**config.mk**
```make
export PLATFORM = sky130hd
export DESIGN_NAME = uart_dce_power_save_wake
export DESIGN_NICKNAME = d
export VERILOG_FILES = /design/src/hdl/uart_dce_pkg.sv /design/src/hdl/stream_if.sv /design/src/hdl/byte_fifo.sv /design/src/hdl/uart_dce_power_save_wake.sv
export VERILOG_INCLUDE_DIRS = /design/src /design/src/hdl
export SDC_FILE = /design/constraint.sdc
export NUM_CORES = 1
export LEC_CHECK = 0
export ABC_AREA = 0
export BUFFER_PORTS_ARGS = -buffer_cell sky130_fd_sc_hd__buf_4
export CAP_MARGIN = 30
export CORE_ASPECT_RATIO = 0.75
export CORE_MARGIN = 10
export CORE_UTILIZATION = 59
export DETAILED_ROUTE_END_ITERATION = 10
export PLACE_DENSITY_LB_ADDON = 0.2
export SLEW_MARGIN = 20
export SYNTH_ARGS = -nofsm -noshare
export SYNTH_HDL_FRONTEND = slang
export SYNTH_SLANG_ARGS = --single-unit
```
**constraint.sdc**
```tcl
create_clock -name clk -period 9.4 [get_ports clk]
set_clock_uncertainty 0.05 [all_clocks]
set_input_delay 1.88 -clock clk [delete_from_list [all_inputs] [get_ports clk]]
set_output_delay 1.88 -clock clk [all_outputs]
set_load 0.1 [all_outputs]
```
**src/hdl/uart_dce_defines.svh**
```systemverilog
// Constants for the power-saving serial port: timing, widths and reset values
`ifndef UART_DCE_DEFINES_SVH
`define UART_DCE_DEFINES_SVH

`define CLK_FREQ_HZ 100000000
`define WAKE_TIME_MS 20
`define WAKE_CYCLES (`WAKE_TIME_MS * (`CLK_FREQ_HZ / 1000))
`define IDLE_TIME_US 2000
`define IDLE_CYCLES (`IDLE_TIME_US * (`CLK_FREQ_HZ / 1000000))
`define POLL_TIME_US 1000
`define POLL_CYCLES (`POLL_TIME_US * (`CLK_FREQ_HZ / 1000000))
`define BAUD_DIVISOR 868
`define UART_DATA_BITS 8
`define UART_STOP_INDEX 9
`define FIFO_DEPTH 16
`define FLOW_ON_RESET 1'h1
`define PSV_RESET 2'h0
`define PIN_IDLE_LEVELS 3'h7

`endif

```
**src/hdl/uart_dce_pkg.sv**
```systemverilog
// Types shared by the power-saving serial port
`default_nettype none

package uart_dce_pkg;

  typedef enum logic [2:0] {
    ST_ACTIVE = 3'h1,
    ST_IDLE = 3'h2,
    ST_WAKING = 3'h4
  } port_state_t;

  typedef enum logic [1:0] {
    PSV_OFF = 2'h0,
    PSV_PERIODIC = 2'h1,
    PSV_RTS = 2'h2,
    PSV_DTR = 2'h3
  } psv_mode_t;

endpackage

`default_nettype wire

```
**src/hdl/stream_if.sv**
```systemverilog
// Valid/ready byte stream between the port logic and its buffer
`default_nettype none

interface stream_if #(
  parameter int W = 8
);
  logic valid;
  logic ready;
  logic [W-1:0] data;

  modport src (output valid, output data, input ready);
  modport snk (input valid, input data, output ready);
endinterface

`default_nettype wire

```
**src/hdl/byte_fifo.sv**
```systemverilog
// Receive buffer with registered read data
`default_nettype none

module byte_fifo #(
  parameter int W = 8,
  parameter int DEPTH = 16
) (
  input wire logic clk,
  input wire logic rst_n,
  input wire logic clk_en,
  stream_if.snk wr,
  stream_if.src rd
);
  localparam int AW = $clog2(DEPTH);

  typedef struct packed {
    logic [DEPTH-1:0][W-1:0] mem;
    logic [AW-1:0] wr_ptr;
    logic [AW-1:0] rd_ptr;
    logic [AW:0] count;
    logic out_valid;
    logic [W-1:0] out_data;
  } fifo_state_t;

  fifo_state_t s;
  fifo_state_t next_s;
  logic push;
  logic pop;

  assign wr.ready = (s.count != (AW + 1)'(DEPTH));
  assign rd.valid = s.out_valid;
  assign rd.data = s.out_data;
  assign push = wr.valid && wr.ready;
  assign pop = (s.count != '0) && (!s.out_valid || rd.ready);

  always_comb
  begin
    next_s = s;
    if (rd.ready)
    begin
      next_s.out_valid = 1'b0;
    end
    if (push)
    begin
      next_s.mem[s.wr_ptr] = wr.data;
      next_s.wr_ptr = (s.wr_ptr == AW'(DEPTH - 1)) ? '0 : s.wr_ptr + AW'(1);
    end
    if (pop)
    begin
      next_s.out_valid = 1'b1;
      next_s.out_data = s.mem[s.rd_ptr];
      next_s.rd_ptr = (s.rd_ptr == AW'(DEPTH - 1)) ? '0 : s.rd_ptr + AW'(1);
    end
    if (push && !pop)
    begin
      next_s.count = s.count + (AW + 1)'(1);
    end
    else if (pop && !push)
    begin
      next_s.count = s.count - (AW + 1)'(1);
    end
  end

  always_ff @(posedge clk or negedge rst_n)
  begin
    if (!rst_n)
    begin
      s <= '0;
    end
    else if (clk_en)
    begin
      s <= next_s;
    end
  end

  chk_fifo_bound: assert property (@(posedge clk) disable iff (!rst_n)
    s.count <= (AW + 1)'(DEPTH))
    else $error("fifo count above depth");

endmodule // byte_fifo

`default_nettype wire

```
**src/hdl/uart_dce_power_save_wake.sv**
```systemverilog
// Serial port of a DCE with idle modes and periodic, RTS or DTR wake
`include "uart_dce_defines.svh"
`default_nettype none

// Overview of operation
// - Setting 1: idle when possible, receiver polled periodically
// - Setting 2: RTS going ON wakes port after 20 ms
// - Setting 3: DTR going ON wakes after 20 ms
// - After line wake, drop every character until active
// - Flow control on after reset, command switches it off
// - Flow control hides idle port; host buffers, data arrives later
// - Periodic wake without flow: port on 20 ms after data
// - First character while idle only wakes, is dropped
module uart_dce_power_save_wake #(
  parameter int unsigned WAKE_CYC = `WAKE_CYCLES,
  parameter int unsigned IDLE_CYC = `IDLE_CYCLES,
  parameter int unsigned POLL_CYC = `POLL_CYCLES,
  parameter int unsigned BAUD_DIV = `BAUD_DIVISOR,
  parameter bit HAS_DTR_WAKE = 1'b1,
  parameter int DEPTH = `FIFO_DEPTH
) (
  input wire logic clk,
  input wire logic rst_n,
  input wire logic clk_en,
  input wire logic rxd,
  input wire logic rts_n,
  input wire logic dtr_n,
  input wire logic power_saving_select_command,
  input wire logic [1:0] psv_setting,
  input wire logic flow_control_on_setting,
  input wire logic flow_control_off_setting,
  input wire logic rx_ready,
  output logic cts_n,
  output logic rx_valid,
  output logic [`UART_DATA_BITS-1:0] rx_data,
  output logic port_active,
  output logic low_power,
  output logic rx_overrun
);
  typedef struct packed {
    logic [2:0] pin_meta;
    logic [2:0] pin_sync;
    logic [2:0] pin_prev;
    uart_dce_pkg::port_state_t state;
    uart_dce_pkg::psv_mode_t mode;
    logic flow_on;
    logic [31:0] tmr;
    logic rx_busy;
    logic [3:0] bit_cnt;
    logic [15:0] baud;
    logic [`UART_DATA_BITS-1:0] shift;
    logic push_valid;
    logic [`UART_DATA_BITS-1:0] push_data;
    logic overrun;
    logic cts_n;
    logic rx_enabled;
    logic low_power;
  } top_state_t;

  top_state_t s;
  top_state_t next_s;
  logic rx_level;
  logic rts_edge;
  logic dtr_edge;
  logic idle_allowed;

  stream_if #(.W(`UART_DATA_BITS)) push_if ();
  stream_if #(.W(`UART_DATA_BITS)) pop_if ();

  function automatic logic line_on(input logic level);
    return !level;
  endfunction

  byte_fifo #(
    .W(`UART_DATA_BITS),
    .DEPTH(DEPTH)
  ) u_fifo (
    .clk(clk),
    .rst_n(rst_n),
    .clk_en(clk_en),
    .wr(push_if.snk),
    .rd(pop_if.src)
  );

  assign push_if.valid = s.push_valid;
  assign push_if.data = s.push_data;
  assign pop_if.ready = rx_ready;

  assign rx_level = s.pin_sync[0];
  assign rts_edge = line_on(s.pin_sync[1]) && !line_on(s.pin_prev[1]);
  assign dtr_edge = line_on(s.pin_sync[2]) && !line_on(s.pin_prev[2]);
  assign idle_allowed = (s.mode == uart_dce_pkg::PSV_PERIODIC) || (s.mode == uart_dce_pkg::PSV_RTS) ||
    ((s.mode == uart_dce_pkg::PSV_DTR) && HAS_DTR_WAKE);

  always_comb
  begin
    next_s = s;
    next_s.pin_meta = {dtr_n, rts_n, rxd};
    next_s.pin_sync = s.pin_meta;
    next_s.pin_prev = s.pin_sync;
    if (power_saving_select_command)
    begin
      next_s.mode = uart_dce_pkg::psv_mode_t'(psv_setting);
    end
    if (flow_control_off_setting)
    begin
      next_s.flow_on = 1'b0;
    end
    else if (flow_control_on_setting)
    begin
      next_s.flow_on = 1'b1;
    end
    if (s.push_valid && push_if.ready)
    begin
      next_s.push_valid = 1'b0;
    end
    case (s.state)
      uart_dce_pkg::ST_ACTIVE:
      begin
        if (!s.rx_busy)
        begin
          if (!rx_level)
          begin
            next_s.rx_busy = 1'b1;
            next_s.bit_cnt = 4'h0;
            next_s.baud = 16'(BAUD_DIV / 2);
          end
        end
        else if (s.baud != 16'h0)
        begin
          next_s.baud = s.baud - 16'h1;
        end
        else
        begin
          next_s.baud = 16'(BAUD_DIV - 1);
          next_s.bit_cnt = s.bit_cnt + 4'h1;
          if (s.bit_cnt == 4'h0)
          begin
            next_s.rx_busy = !rx_level;
          end
          else if (s.bit_cnt != 4'(`UART_STOP_INDEX))
          begin
            next_s.shift = {rx_level, s.shift[`UART_DATA_BITS-1:1]};
          end
          else
          begin
            next_s.rx_busy = 1'b0;
            if (rx_level)
            begin
              if (s.push_valid && !push_if.ready)
              begin
                next_s.overrun = 1'b1;
              end
              else
              begin
                next_s.push_valid = 1'b1;
                next_s.push_data = s.shift;
              end
            end
          end
        end
        if (s.rx_busy || s.push_valid || !idle_allowed || !rx_level)
        begin
          next_s.tmr = 32'(IDLE_CYC - 1);
        end
        else if (s.tmr == 32'h0)
        begin
          next_s.state = uart_dce_pkg::ST_IDLE;
          next_s.tmr = 32'(POLL_CYC - 1);
        end
        else
        begin
          next_s.tmr = s.tmr - 32'h1;
        end
      end
      uart_dce_pkg::ST_IDLE:
      begin
        next_s.rx_busy = 1'b0;
        if (s.mode == uart_dce_pkg::PSV_PERIODIC)
        begin
          if (s.flow_on)
          begin
            if (s.tmr == 32'h0)
            begin
              next_s.state = uart_dce_pkg::ST_ACTIVE;
              next_s.tmr = 32'(IDLE_CYC - 1);
            end
            else
            begin
              next_s.tmr = s.tmr - 32'h1;
            end
          end
          else if (!rx_level)
          begin
            next_s.state = uart_dce_pkg::ST_WAKING;
            next_s.tmr = 32'(WAKE_CYC - 1);
          end
        end
        else if (s.mode == uart_dce_pkg::PSV_RTS)
        begin
          if (rts_edge)
          begin
            next_s.state = uart_dce_pkg::ST_WAKING;
            next_s.tmr = 32'(WAKE_CYC - 1);
          end
        end
        else if ((s.mode == uart_dce_pkg::PSV_DTR) && HAS_DTR_WAKE)
        begin
          if (dtr_edge)
          begin
            next_s.state = uart_dce_pkg::ST_WAKING;
            next_s.tmr = 32'(WAKE_CYC - 1);
          end
        end
        else
        begin
          next_s.state = uart_dce_pkg::ST_ACTIVE;
          next_s.tmr = 32'(IDLE_CYC - 1);
        end
      end
      uart_dce_pkg::ST_WAKING:
      begin
        next_s.rx_busy = 1'b0;
        if (s.tmr == 32'h0)
        begin
          next_s.state = uart_dce_pkg::ST_ACTIVE;
          next_s.tmr = 32'(IDLE_CYC - 1);
        end
        else
        begin
          next_s.tmr = s.tmr - 32'h1;
        end
      end
      default:
      begin
        next_s.state = uart_dce_pkg::ST_ACTIVE;
        next_s.rx_busy = 1'b0;
      end
    endcase
    next_s.cts_n = !((next_s.state == uart_dce_pkg::ST_ACTIVE) && push_if.ready);
    next_s.rx_enabled = (next_s.state == uart_dce_pkg::ST_ACTIVE);
    next_s.low_power = (next_s.state == uart_dce_pkg::ST_IDLE);
  end

  always_ff @(posedge clk or negedge rst_n)
  begin
    if (!rst_n)
    begin
      s <= '0;
      s.pin_meta <= `PIN_IDLE_LEVELS;
      s.pin_sync <= `PIN_IDLE_LEVELS;
      s.pin_prev <= `PIN_IDLE_LEVELS;
      s.state <= uart_dce_pkg::ST_ACTIVE;
      s.mode <= uart_dce_pkg::psv_mode_t'(`PSV_RESET);
      s.flow_on <= `FLOW_ON_RESET;
      s.tmr <= 32'(IDLE_CYC - 1);
      s.cts_n <= 1'b1;
      s.rx_enabled <= 1'b1;
    end
    else if (clk_en)
    begin
      s <= next_s;
    end
  end

  assign cts_n = s.cts_n;
  assign rx_valid = pop_if.valid;
  assign rx_data = pop_if.data;
  assign port_active = s.rx_enabled;
  assign low_power = s.low_power;
  assign rx_overrun = s.overrun;

  chk_poll_wake: assert property (@(posedge clk) disable iff (!rst_n)
    clk_en && s.state == uart_dce_pkg::ST_IDLE && s.mode == uart_dce_pkg::PSV_PERIODIC && s.flow_on &&
    s.tmr == 32'h0 |=> s.state == uart_dce_pkg::ST_ACTIVE && !s.low_power)
    else $error("periodic poll did not reopen the port");

  chk_rts_wake: assert property (@(posedge clk) disable iff (!rst_n)
    clk_en && s.state == uart_dce_pkg::ST_IDLE && s.mode == uart_dce_pkg::PSV_RTS && rts_edge
    |=> s.state == uart_dce_pkg::ST_WAKING && s.tmr == 32'(WAKE_CYC - 1))
    else $error("RTS ON did not start the wake delay");

  chk_dtr_wake: assert property (@(posedge clk) disable iff (!rst_n)
    clk_en && HAS_DTR_WAKE && s.state == uart_dce_pkg::ST_IDLE && s.mode == uart_dce_pkg::PSV_DTR && dtr_edge
    |=> s.state == uart_dce_pkg::ST_WAKING && s.tmr == 32'(WAKE_CYC - 1))
    else $error("DTR ON did not start the wake delay");

  chk_wake_done: assert property (@(posedge clk) disable iff (!rst_n)
    clk_en && s.state == uart_dce_pkg::ST_WAKING && s.tmr == 32'h0
    |=> s.state == uart_dce_pkg::ST_ACTIVE && s.rx_enabled)
    else $error("port not enabled at end of wake delay");

  chk_active_hold: assert property (@(posedge clk) disable iff (!rst_n)
    clk_en && s.state == uart_dce_pkg::ST_ACTIVE && s.rx_busy |=> s.state == uart_dce_pkg::ST_ACTIVE)
    else $error("port left active state in mid character");

  chk_idle_cts: assert property (@(posedge clk) disable iff (!rst_n)
    s.state != uart_dce_pkg::ST_ACTIVE |-> s.cts_n && !s.rx_enabled)
    else $error("CTS ON while port is not active");

  chk_wake_char_drop: assert property (@(posedge clk) disable iff (!rst_n)
    clk_en && s.state != uart_dce_pkg::ST_ACTIVE |=> !$rose(s.push_valid))
    else $error("character taken while port was not active");

  chk_flow_off: assert property (@(posedge clk) disable iff (!rst_n)
    clk_en && flow_control_off_setting |=> !s.flow_on)
    else $error("flow control still on after off command");

  chk_flow_default: assert property (@(posedge clk) disable iff (!rst_n)
    $rose(rst_n) |-> s.flow_on)
    else $error("flow control not on after reset");

  chk_rts_level: assert property (@(posedge clk) disable iff (!rst_n)
    rts_edge && $past(clk_en) |-> !s.pin_sync[1] && $past(s.pin_sync[1], 1))
    else $error("RTS ON taken from a high level");

endmodule // uart_dce_power_save_wake

`default_nettype wire

```
==> results of run 1 <==
## power by group through the flow
stage                     clock network [mW]  logic (mW)  registers, mW
after floorplan                            0       0.291           1.15
after global placement                     0       0.373           1.17
after detailed placement                   0       0.382           1.17
after CTS                              0.988       0.383           1.15
after global routing                    1.04       0.421           1.16
final                                  0.974       0.381           1.15
## cell type report
cell class / instances / area (sq um)
Sequential cell: 238 / 5990
Tap cell: 253 / 317
Multi-Input combinational cell: 627 / 5240
Clock inverter: 6 / 61.3
Inverter: 21 / 78.8
Clock buffer: 37 / 751
Fill cell: 1446 / 6540
Timing Repair Buffer: 37 / 298
## cells in the mapped netlist, types with 7 or more instances
library cell / count / area share [%]
o21ai_0: 40 / 1.7
clkbuf_1: 28 / 0.91
or3_1: 13 / 0.71
buf_4: 8 / 0.52
nor4_1: 9 / 0.49
nand4_1: 8 / 0.43
mux2_2: 162 / 16
nand2_1: 69 / 2.3
mux4_2: 40 / 7.8
nor2_1: 67 / 2.2
nand3_1: 21 / 0.91
nor3_1: 27 / 1.2
ha_1: 15 / 1.6
buf_1: 11 / 0.36
xor2_1: 12 / 0.91
nand2b_1: 12 / 0.65
xnor2_1: 7 / 0.53
dfstp_2: 23 / 5.3
inv_1: 21 / 0.69
a21oi_1: 29 / 1.3
dfrtp_1: 215 / 47
## path summary, 6_finish.rpt
| kind | endpoint | slack [ns] | cells past startpoint |
|---|---|---|---|
| max in group asynchronous | u_fifo.rd.data[3] | 6.62 | 2 |
| setup reg to reg | s[15] | 5.87 | 8 |
| min in group asynchronous | s[32] | 1.37 | 1 |
| setup / recovery | push_if.data[1] | 5.66 | 5 |
| hold / removal | s[32] | 0.44 | 1 |
| hold reg to reg | s[32] | 0.44 | 1 |
## metrics by stage
stage | hold slack [ns] | cells | power [mW] | util (%)
after floorplan | 0.397 | 934 | 1.44 | -
after global placement | 0.412 | 1169 | 1.54 | 61.5
after detailed placement | 0.424 | 1173 | 1.55 | 61.6
after CTS | 0.440 | 1216 | 2.52 | 65.9
after global routing | 0.455 | 1219 | 2.62 | 66.1
final | 0.435 | 1219 | 2.51 | 66.1
## sequential cells by signal, indices dropped and copies added, names as in the netlist
signal	flops
u_fifo.s	141
s	69
push_if.data	8
u_fifo.rd.data	8
next_s	6
cts_n	1
low_power	1
port_active	1
push_if.valid	1
rx_overrun	1
u_fifo.rd.valid	1
## kinds of logic (layout without fill, tap and decap cells)
family | count (synthesis) | count (layout) | share of synthesized area, %
simple gates | 257 | 257 | 11.0
flops | 238 | 238 | 52.0
mux | 204 | 204 | 23.9
compound gates | 131 | 131 | 7.39
buf+inv | 69 | 101 | 2.52
xor+xnor | 19 | 19 | 1.45
fa+ha+maj | 16 | 16 | 1.81
## worst max-delay path: stages
cell      delay, ns
buf_4          0.26
nor4bb_1       0.57
nand2_1        0.29
nor4_4         0.65
mux2_2         0.42
## routing by layer
layer	global-route usage [%]	up-vias	part of all wire [%]
met5	0	-	0
met4	3.93	0	1.5
met3	3.48	29	5.0
met2	28.1	148	44
met1	30.2	3912	50
li1	-	3462	-
==> flow_metrics.env, run 1 <==
export IMPL_finalNetCount=977
export IMPL_cts_path_max_buffers=3
export IMPL_max_slew_worst_pin_slew_ns=0.988
export IMPL_grt_util_all_layers_pct=19.5
export IMPL_design_area_sq_um=12700
export IMPL_drt_pass1_iter_count=5
export IMPL_floorplan_core_area_sq_um=19300
export IMPL_grt_max_degree=104
export IMPL_syn2layout_area_growth_pct=10.6
export IMPL_synthFlopType="dfrtp_1"
export IMPL_timing_final_ws_setup_ns=5.66
export IMPL_synth_edff_count=0
export IMPL_clock_sinks=238
export IMPL_run_status="finished, final reports clean"
export IMPL_power_ir_vdd_worst_mv=0.264
export IMPL_worst_setup_timing_slack_at_the_placement_stage_ns=5.24
export IMPL_finalCritPeriodShare_pct=39.7
export IMPL_dpl_instance_area_sq_um=11900
export IMPL_worst_setup_path_type="primary input to flop"
export IMPL_final_antenna_net_count=0
export IMPL_synthCells=934
export IMPL_rsz0062_at_grt="no"
export IMPL_post_route_min_period_ns=3.74
export IMPL_htreeDepth=1
export IMPL_kind_of_start_point_of_the_critical_path="primary input"
export IMPL_setup_worst_path_end_class="flop"
export IMPL_hold_path_class="flop to flop"
export IMPL_syn_mean_instance_area_sq_um=12.3
export IMPL_most_common_cell_after_layout_fill_and_taps_aside="dfrtp_1"
export IMPL_reg_to_reg_critical_path_startpoint="s[21]"
export IMPL_die_outline_area_sq_um=25500
export IMPL_ys_types=65
export IMPL_grt_antenna_before_repair=0
export IMPL_cts_repair_resize_count=0
export IMPL_final_hold_violation_count=0
export IMPL_hpwl_um=16000
export IMPL_dr_first_iter_drc_count=737
export IMPL_clock_insertion_delay_worst_skew_ns=0.52
export IMPL_starting_density_of_the_core_pct=59.7
export IMPL_p_sw_share_pct=27.5
export IMPL_cts_root_buf="clkbuf_16"
export IMPL_drv_cap=0
export IMPL_combPwrFrac_pct=15.2
export IMPL_cts_buffers=24
export IMPL_clk_pin_slew_worst_paths_ns=0.06
export IMPL_hold_path_startpoint="s[32]"
export IMPL_syn_area_sq_um=11500
export IMPL_route_final_wire_length_um=24900
export IMPL_fp_dieW_um=181
export IMPL_yosys_register_bits=238
export IMPL_post_cts_setup_buffers=0
export IMPL_timing_max_slew_rel_slack_pct=33.9
export IMPL_antennaDiodeCount=0
export IMPL_grt_pass1_wl_um=41300
export IMPL_clock_fmax_mhz=268
export IMPL_worstPathArrival_ns=4.08
export IMPL_data_required_time_of_the_critical_path_ns=9.75
export IMPL_holdBufCountCts=0
export IMPL_power_report_internal_total_mw=1.82
export IMPL_power_density_cell_area_nw_per_um2=197
export IMPL_synth_nets=962
export IMPL_switchingPower_mw=0.691
export IMPL_critical_path_startpoint="clk_en"
export IMPL_row_count=44
export IMPL_die_h_um=141
export IMPL_drc=0
export IMPL_setup_violations_final=0
export IMPL_p_clk_share_pct=38.8
export IMPL_postSynth_asyncResetShare_pct=100
export IMPL_average_detailed_routed_wire_length_per_instance_um=20.4
export IMPL_vias_per_cell=6.19
export IMPL_layout_common_cells="214 x dfrtp_1, 162 x mux2_2, 69 x nand2_1"
export IMPL_io_pins=25
export IMPL_grt_pass1_vias=7475
export IMPL_seq_pwr_share_pct=46.0
export IMPL_seq_area_frac_synth_pct=52.0
export IMPL_drv_slew=0
export IMPL_crit_fanout=28
export IMPL_final_layout_size_suffix_gt1_share_pct=32.3
export IMPL_overflow=0
export IMPL_cts_tree="built"
export IMPL_p_leak_nw=5.80
export IMPL_globalplace_congestion=0.872
export IMPL_setup_tns_final_ns=0
export IMPL_num_vias=7551
export IMPL_placement_io_buffers=24
export IMPL_synthesis_yosys_warnings=0
(Power assumes the default switching activity.)
==> run 2, diff against run 1 <==
CORE_UTILIZATION = 57   (was 59)
clock period = 3.2 ns   (was 9.4 ns; I/O delays follow)
==> flow_metrics.env, run 2 (synthesis gave the netlist of run 1 again) <==
export IMPL_final_fill_count=1499
export IMPL_average_detailed_routed_wire_length_per_instance_um=20.1
export IMPL_critical_path_endpoint="push_if.data[1]"
export IMPL_final_layout_size_suffix_gt1_share_pct=33.7
export IMPL_cts_path_max_buffers=3
export IMPL_slowest_delay_ns=0.55
export IMPL_route_final_wire_length_um=25000
export IMPL_worstReg2RegEnd="push_if.data[1]"
export IMPL_antennaDiodeCount=0
export IMPL_holdBufCountCts=0
export IMPL_drc=0
export IMPL_dr_first_iter_drc_count=616
export IMPL_drt_pass1_iter_count=6
export IMPL_grt_antenna_before_repair=0
export IMPL_io_pins=25
export IMPL_num_vias=7598
export IMPL_reg_largest_list="u_fifo.s (141), s (69)"
export IMPL_final_antenna_net_count=0
export IMPL_share_of_the_core_filled_with_cells_in_the_final_layout_pct=65.9
export IMPL_drv_slew=0
export IMPL_total_power_mw=7.43
export IMPL_combPwrFrac_pct=15.5
export IMPL_finalCritPeriodShare_pct=95.2
export IMPL_worstPathArrival_ns=3.39
export IMPL_worst_r2r_cell_count=7
export IMPL_vias_per_cell=6.12
export IMPL_cts_buffers=24
export IMPL_crit_fanout=8
export IMPL_hold_path_class="primary input to asynchronous set/reset pin"
export IMPL_clock_fmax_mhz=328
export IMPL_grt_util_all_layers_pct=19.6
export IMPL_rsz0062_at_grt="no"
export IMPL_drv_cap=0
export IMPL_power_ir_vdd_worst_mv=0.367
export IMPL_fp_dieW_um=184
export IMPL_most_common_cell_after_layout_fill_and_taps_aside="dfrtp_1"
export IMPL_max_slew_worst_pin_slew_ns=0.825
export IMPL_post_cts_setup_buffers=0
export IMPL_path_cells="inv_1 > ha_1 > or3b_2 > nand4bb_1 > or3_1 > nor4_4 > mux2_2"
export IMPL_starting_density_of_the_core_pct=58.7
export IMPL_die_outline_area_sq_um=26300
export IMPL_power_report_internal_total_mw=5.40
export IMPL_post_route_min_period_ns=3.05
export IMPL_final_hold_violation_count=0
export IMPL_clk_pin_slew_worst_paths_ns=0.06
export IMPL_crit_slowest_cell="nor4_4"
export IMPL_globalplace_congestion=0.866
export IMPL_setup_reg_to_reg_worst_slack_ns=0.15
export IMPL_row_count=44
export IMPL_p_sw_share_pct=27.3
export IMPL_crit_family="simple AND/OR/NAND/NOR gates"
export IMPL_switchingPower_mw=2.03
export IMPL_power_density_cell_area_nw_per_um2=575
export IMPL_registers_top_by_ff_count="u_fifo.s"
export IMPL_clock_sinks=238
export IMPL_p_leak_nw=5.92
export IMPL_finalNetCount=998
export IMPL_grt_max_degree=88
export IMPL_p_clk_share_pct=38.9
export IMPL_placement_io_buffers=24
export IMPL_overflow=0
export IMPL_cts_root_buf="clkbuf_16"
export IMPL_largest_register_ffs=141
export IMPL_setup_worst_path_end_class="flop"
export IMPL_cts_tree="built"
export IMPL_worstPathBufferInverterCount=1
export IMPL_critical_path_startpoint="s[21]"
export IMPL_setup_violations_final=0
export IMPL_run_status="finished, final reports clean"
export IMPL_seq_pwr_share_pct=45.6
export IMPL_syn2layout_area_growth_pct=12.3
export IMPL_critical_path_depth=7
export IMPL_reg_to_reg_critical_path_startpoint="s[21]"
export IMPL_kind_of_start_point_of_the_critical_path="flop"
export IMPL_floorplan_core_area_sq_um=19600
export IMPL_hpwl_um=16300
export IMPL_layout_common_cells="214 x dfrtp_1, 162 x mux2_2, 69 x nand2_1"
export IMPL_grt_pass1_vias=7657
export IMPL_htreeDepth=1
export IMPL_die_h_um=143
export IMPL_data_required_time_of_the_critical_path_ns=3.54
export IMPL_setup_tns_final_ns=0
export IMPL_grt_pass1_wl_um=41800
export IMPL_clock_insertion_delay_worst_skew_ns=0.52
export IMPL_worst_setup_path_type="flop to flop"
export IMPL_timing_max_slew_rel_slack_pct=44.4
==> run 2: cell count changes in the layout (fill, tap and decap cells not counted), moves of 2 or more <==
| cell | change |
|---|---|
| buf_4 | +22 |
| buf_12 | +3 |
| clkinv_2 | +3 |
| buf_2 | -2 |
| clkbuf_8 | -2 |
==> run 2: per-stage QoR <==
stage          instance area [sq um]  instances  setup slack [ns]  hold slack, ns
3_3_place_gp                   12100       1197             0.225           0.417
6_report                       12900       1241             0.152          0.0772
2_1_floorplan                  11500        934             0.267           0.294
5_1_grt                        12900       1241           0.00409           0.128
4_1_cts                        12900       1241             0.102           0.106
3_5_place_dp                   12100       1197             0.105           0.420
==> run 2: layout make-up <==
| cell class | instances | area [sq um] | area share, % |
|---|---|---|---|
| clock inverters | 9 | 97.6 | 0.756 |
| well taps | 253 | 317 | 2.45 |
| clock buffers | 35 | 723 | 5.60 |
| flip-flops and latches | 238 | 5990 | 46.3 |
| multi-input cells | 627 | 5240 | 40.5 |
| repair buffers | 58 | 480 | 3.72 |
| inverters | 21 | 78.8 | 0.610 |
==> run 2: how the worst min path moves through the flow <==
| stage | from | endpoint | slack (ns) | depth (start not counted) |
|---|---|---|---|---|
| 3_5_place_dp | s[62] | s[62] | 0.42 | 1 |
| 6_report | rst_n | s[25] | 0.08 | 1 |
| 5_1_grt | rst_n | s[25] | 0.13 | 1 |
| 2_1_floorplan | rst_n | low_power | 0.29 | 0 |
| 4_1_cts | rst_n | s[75] | 0.11 | 1 |
| 3_3_place_gp | s[62] | s[62] | 0.42 | 1 |
==> run 2: repair_timing <==
action,in CTS,in global routing
resized for setup,0,0
endpoints found under the hold margin,0,0
setup endpoints to repair,0,8
==> run 2: metal layers <==
layer	GRT usage (%)	vias to the layer above	wire length (um)
met5	0	-	0
met4	3.53	0	349
met3	3.32	26	1120
met2	28.5	167	10800
met1	30.3	3894	12700
li1	-	3511	-
==> run 2: worst register-to-register path: cells and delay by family, from the launching register on <==
| kind | cells | cell delay (ns) |
|---|---|---|
| DFF | 1 | 0.39 |
| muxes | 1 | 0.41 |
| adders and majority gates | 1 | 0.21 |
| and+or+nand+nor | 4 | 1.79 |
| buffers and inverters | 1 | 0.10 |
==> run 2: power groups by stage <==
stage / Sequential, mW / Clock, mW / Combinational, mW
global placement: 3.43 / 0 / 1.15
global route: 3.42 / 3.09 / 1.29
CTS: 3.39 / 2.95 / 1.17
finish: 3.39 / 2.89 / 1.15
detailed placement: 3.44 / 0 / 1.16
floorplan: 3.38 / 0 / 0.856
==> run 3, diff against run 2 <==
BUFFER_PORTS_ARGS = not set   (was -buffer_cell sky130_fd_sc_hd__buf_4)
CORE_UTILIZATION = 29   (was 57)
DONT_BUFFER_PORTS = 1   (was not set)
==> flow_metrics.env, run 3 (synthesis gave the netlist of run 1 again) <==
export IMPL_vias_per_cell=4.93
export IMPL_syn2layout_area_growth_pct=15.2
export IMPL_finalCritPeriodShare_pct=91.4
export IMPL_layout_common_cells="214 x dfrtp_1, 162 x mux2_2, 69 x nand2_1"
export IMPL_switchingPower_mw=2.10
export IMPL_worst_setup_path_type="flop to flop"
export IMPL_clock_fmax_mhz=342
export IMPL_overflow=0
export IMPL_reg_largest_list="u_fifo.s (141), s (69)"
export IMPL_cts_tree="built"
export IMPL_die_outline_area_sq_um=48100
export IMPL_drv_cap=0
export IMPL_slowest_delay_ns=0.50
export IMPL_average_detailed_routed_wire_length_per_instance_um=18.1
export IMPL_hpwl_um=17900
export IMPL_drv_slew=0
export IMPL_globalplace_congestion=0.763
export IMPL_cts_buffers=28
export IMPL_io_pins=25
export IMPL_final_layout_size_suffix_gt1_share_pct=32.9
export IMPL_final_hold_violation_count=217
export IMPL_row_count=63
export IMPL_max_slew_worst_pin_slew_ns=0.970
export IMPL_grt_pass1_wl_um=44800
export IMPL_most_common_cell_after_layout_fill_and_taps_aside="dfrtp_1"
export IMPL_clk_pin_slew_worst_paths_ns=0.06
export IMPL_hold_ws_ns=-0.236
export IMPL_drt_pass1_iter_count=5
export IMPL_power_density_cell_area_nw_per_um2=596
export IMPL_route_final_wire_length_um=27100
export IMPL_rsz0062_at_grt="no"
export IMPL_timing_max_slew_rel_slack_pct=35.3
export IMPL_largest_register_ffs=141
export IMPL_total_power_mw=7.90
export IMPL_dpl_instance_area_sq_um=12200
export IMPL_failed_checks="hold timing"
export IMPL_power_ir_vdd_worst_mv=0.335
export IMPL_p_sw_share_pct=26.6
export IMPL_crit_fanout=8
export IMPL_seq_pwr_share_pct=43.6
export IMPL_p_leak_nw=5.90
export IMPL_grt_util_all_layers_pct=11.3
export IMPL_htreeDepth=1
export IMPL_run_status="finished, violations left"
export IMPL_kind_of_start_point_of_the_critical_path="flop"
export IMPL_setup_worst_path_end_class="flop"
export IMPL_clock_sinks=238
export IMPL_finalNetCount=983
export IMPL_worstPathArrival_ns=3.29
export IMPL_registers_top_by_ff_count="u_fifo.s"
export IMPL_placement_io_buffers=0
export IMPL_power_report_internal_total_mw=5.80
export IMPL_cts_repair_resize_count=0
export IMPL_floorplan_core_area_sq_um=39300
export IMPL_setup_tns_final_ns=0
export IMPL_share_of_the_core_filled_with_cells_in_the_final_layout_pct=33.7
export IMPL_num_vias=7382
export IMPL_cts_root_buf="clkbuf_16"
export IMPL_grt_pass1_vias=7453
export IMPL_path_cells="inv_1 > ha_1 > or3b_2 > nand4bb_1 > or3_1 > nor4_4 > buf_4 > mux2_2"
export IMPL_data_required_time_of_the_critical_path_ns=3.57
export IMPL_grt_antenna_before_repair=0
export IMPL_hold_path_class="primary input to asynchronous set/reset pin"
export IMPL_crit_slowest_cell="or3_1"
export IMPL_fp_dieW_um=250
export IMPL_post_cts_setup_buffers=0
export IMPL_clock_insertion_delay_worst_skew_ns=0.54
export IMPL_post_route_min_period_ns=2.92
export IMPL_cts_path_max_buffers=3
export IMPL_p_clk_share_pct=43.2
export IMPL_fin_cells=1498
export IMPL_setup_violations_final=0
export IMPL_starting_density_of_the_core_pct=29.3
export IMPL_die_h_um=193
export IMPL_drc=0
export IMPL_design_area_sq_um=13300
export IMPL_combPwrFrac_pct=13.2
export IMPL_final_antenna_net_count=0
export IMPL_grt_max_degree=239
export IMPL_dr_first_iter_drc_count=466
export IMPL_dp_cells=1444
[run 3: cell types whose count changed in the layout (fill, tap and decap cells not counted), moves of 2 or more]
cell,before,now
bufinv_16,2,4
buf_4,54,37
buf_12,3,1
clkbuf_16,25,29
[run 3: final cells by class]
| cell class | count | area [sq um] |
|---|---|---|
| fill | 3870 | 26100 |
| sequential | 238 | 5990 |
| multi-input combinational | 627 | 5240 |
| clock buffer | 40 | 837 |
| tap | 520 | 651 |
| timing repair buffer | 39 | 303 |
| clock inverter | 12 | 165 |
| inverter | 21 | 78.8 |
| antenna | 1 | 2.50 |
[run 3: metrics by stage]
stage / setup WS, ns / hold WS, ns
final: 0.276 / -0.236
after floorplan: 0.267 / 0.294
after CTS: 0.283 / -0.269
after detailed placement: 0.301 / 0.314
after global placement: 0.346 / 0.314
after global routing: 0.107 / -0.267
[run 3: path summary, 6_finish.rpt]
kind,end,cells after the start,slack (ns),start
worst min-delay path,s[23],0,-0.24,rst_n
worst min register to register,s[46],2,0.44,s[46]
worst max-delay path,push_if.data[0],8,0.28,s[21]
max in group asynchronous,u_fifo.s[14],0,2.61,rst_n
worst max register to register,push_if.data[0],8,0.28,s[21]
min in group clk,s[74],1,0.11,flow_control_off_setting
[run 3: critical path, delay by kind of cell, from the launching register on]
kind                     cells  cell delay (ns)
adder cells (fa/ha/maj)      1             0.21
buffers and inverters        2             0.30
flip-flops                   1             0.39
multiplexers                 1             0.34
AND/OR/NAND/NOR              4             1.51
[run 3: layer usage]
metal  vias to the layer above  GRT usage, %  share of wire [%]
li1                       3480             -                  -
met1                      3766          17.4                 53
met2                       102          16.0                 41
met3                        34          1.91                4.2
met4                         0          2.75                1.8
met5                         -             0                  0
[run 3: power groups by stage]
stage | clock, mW | sequential (mW) | combinational [mW]
final | 3.41 | 3.44 | 1.04
after global routing | 3.66 | 3.48 | 1.16
after CTS | 3.53 | 3.45 | 1.06
after detailed placement | 0 | 3.50 | 1.06
after global placement | 0 | 3.50 | 1.06
after floorplan | 0 | 3.38 | 0.856
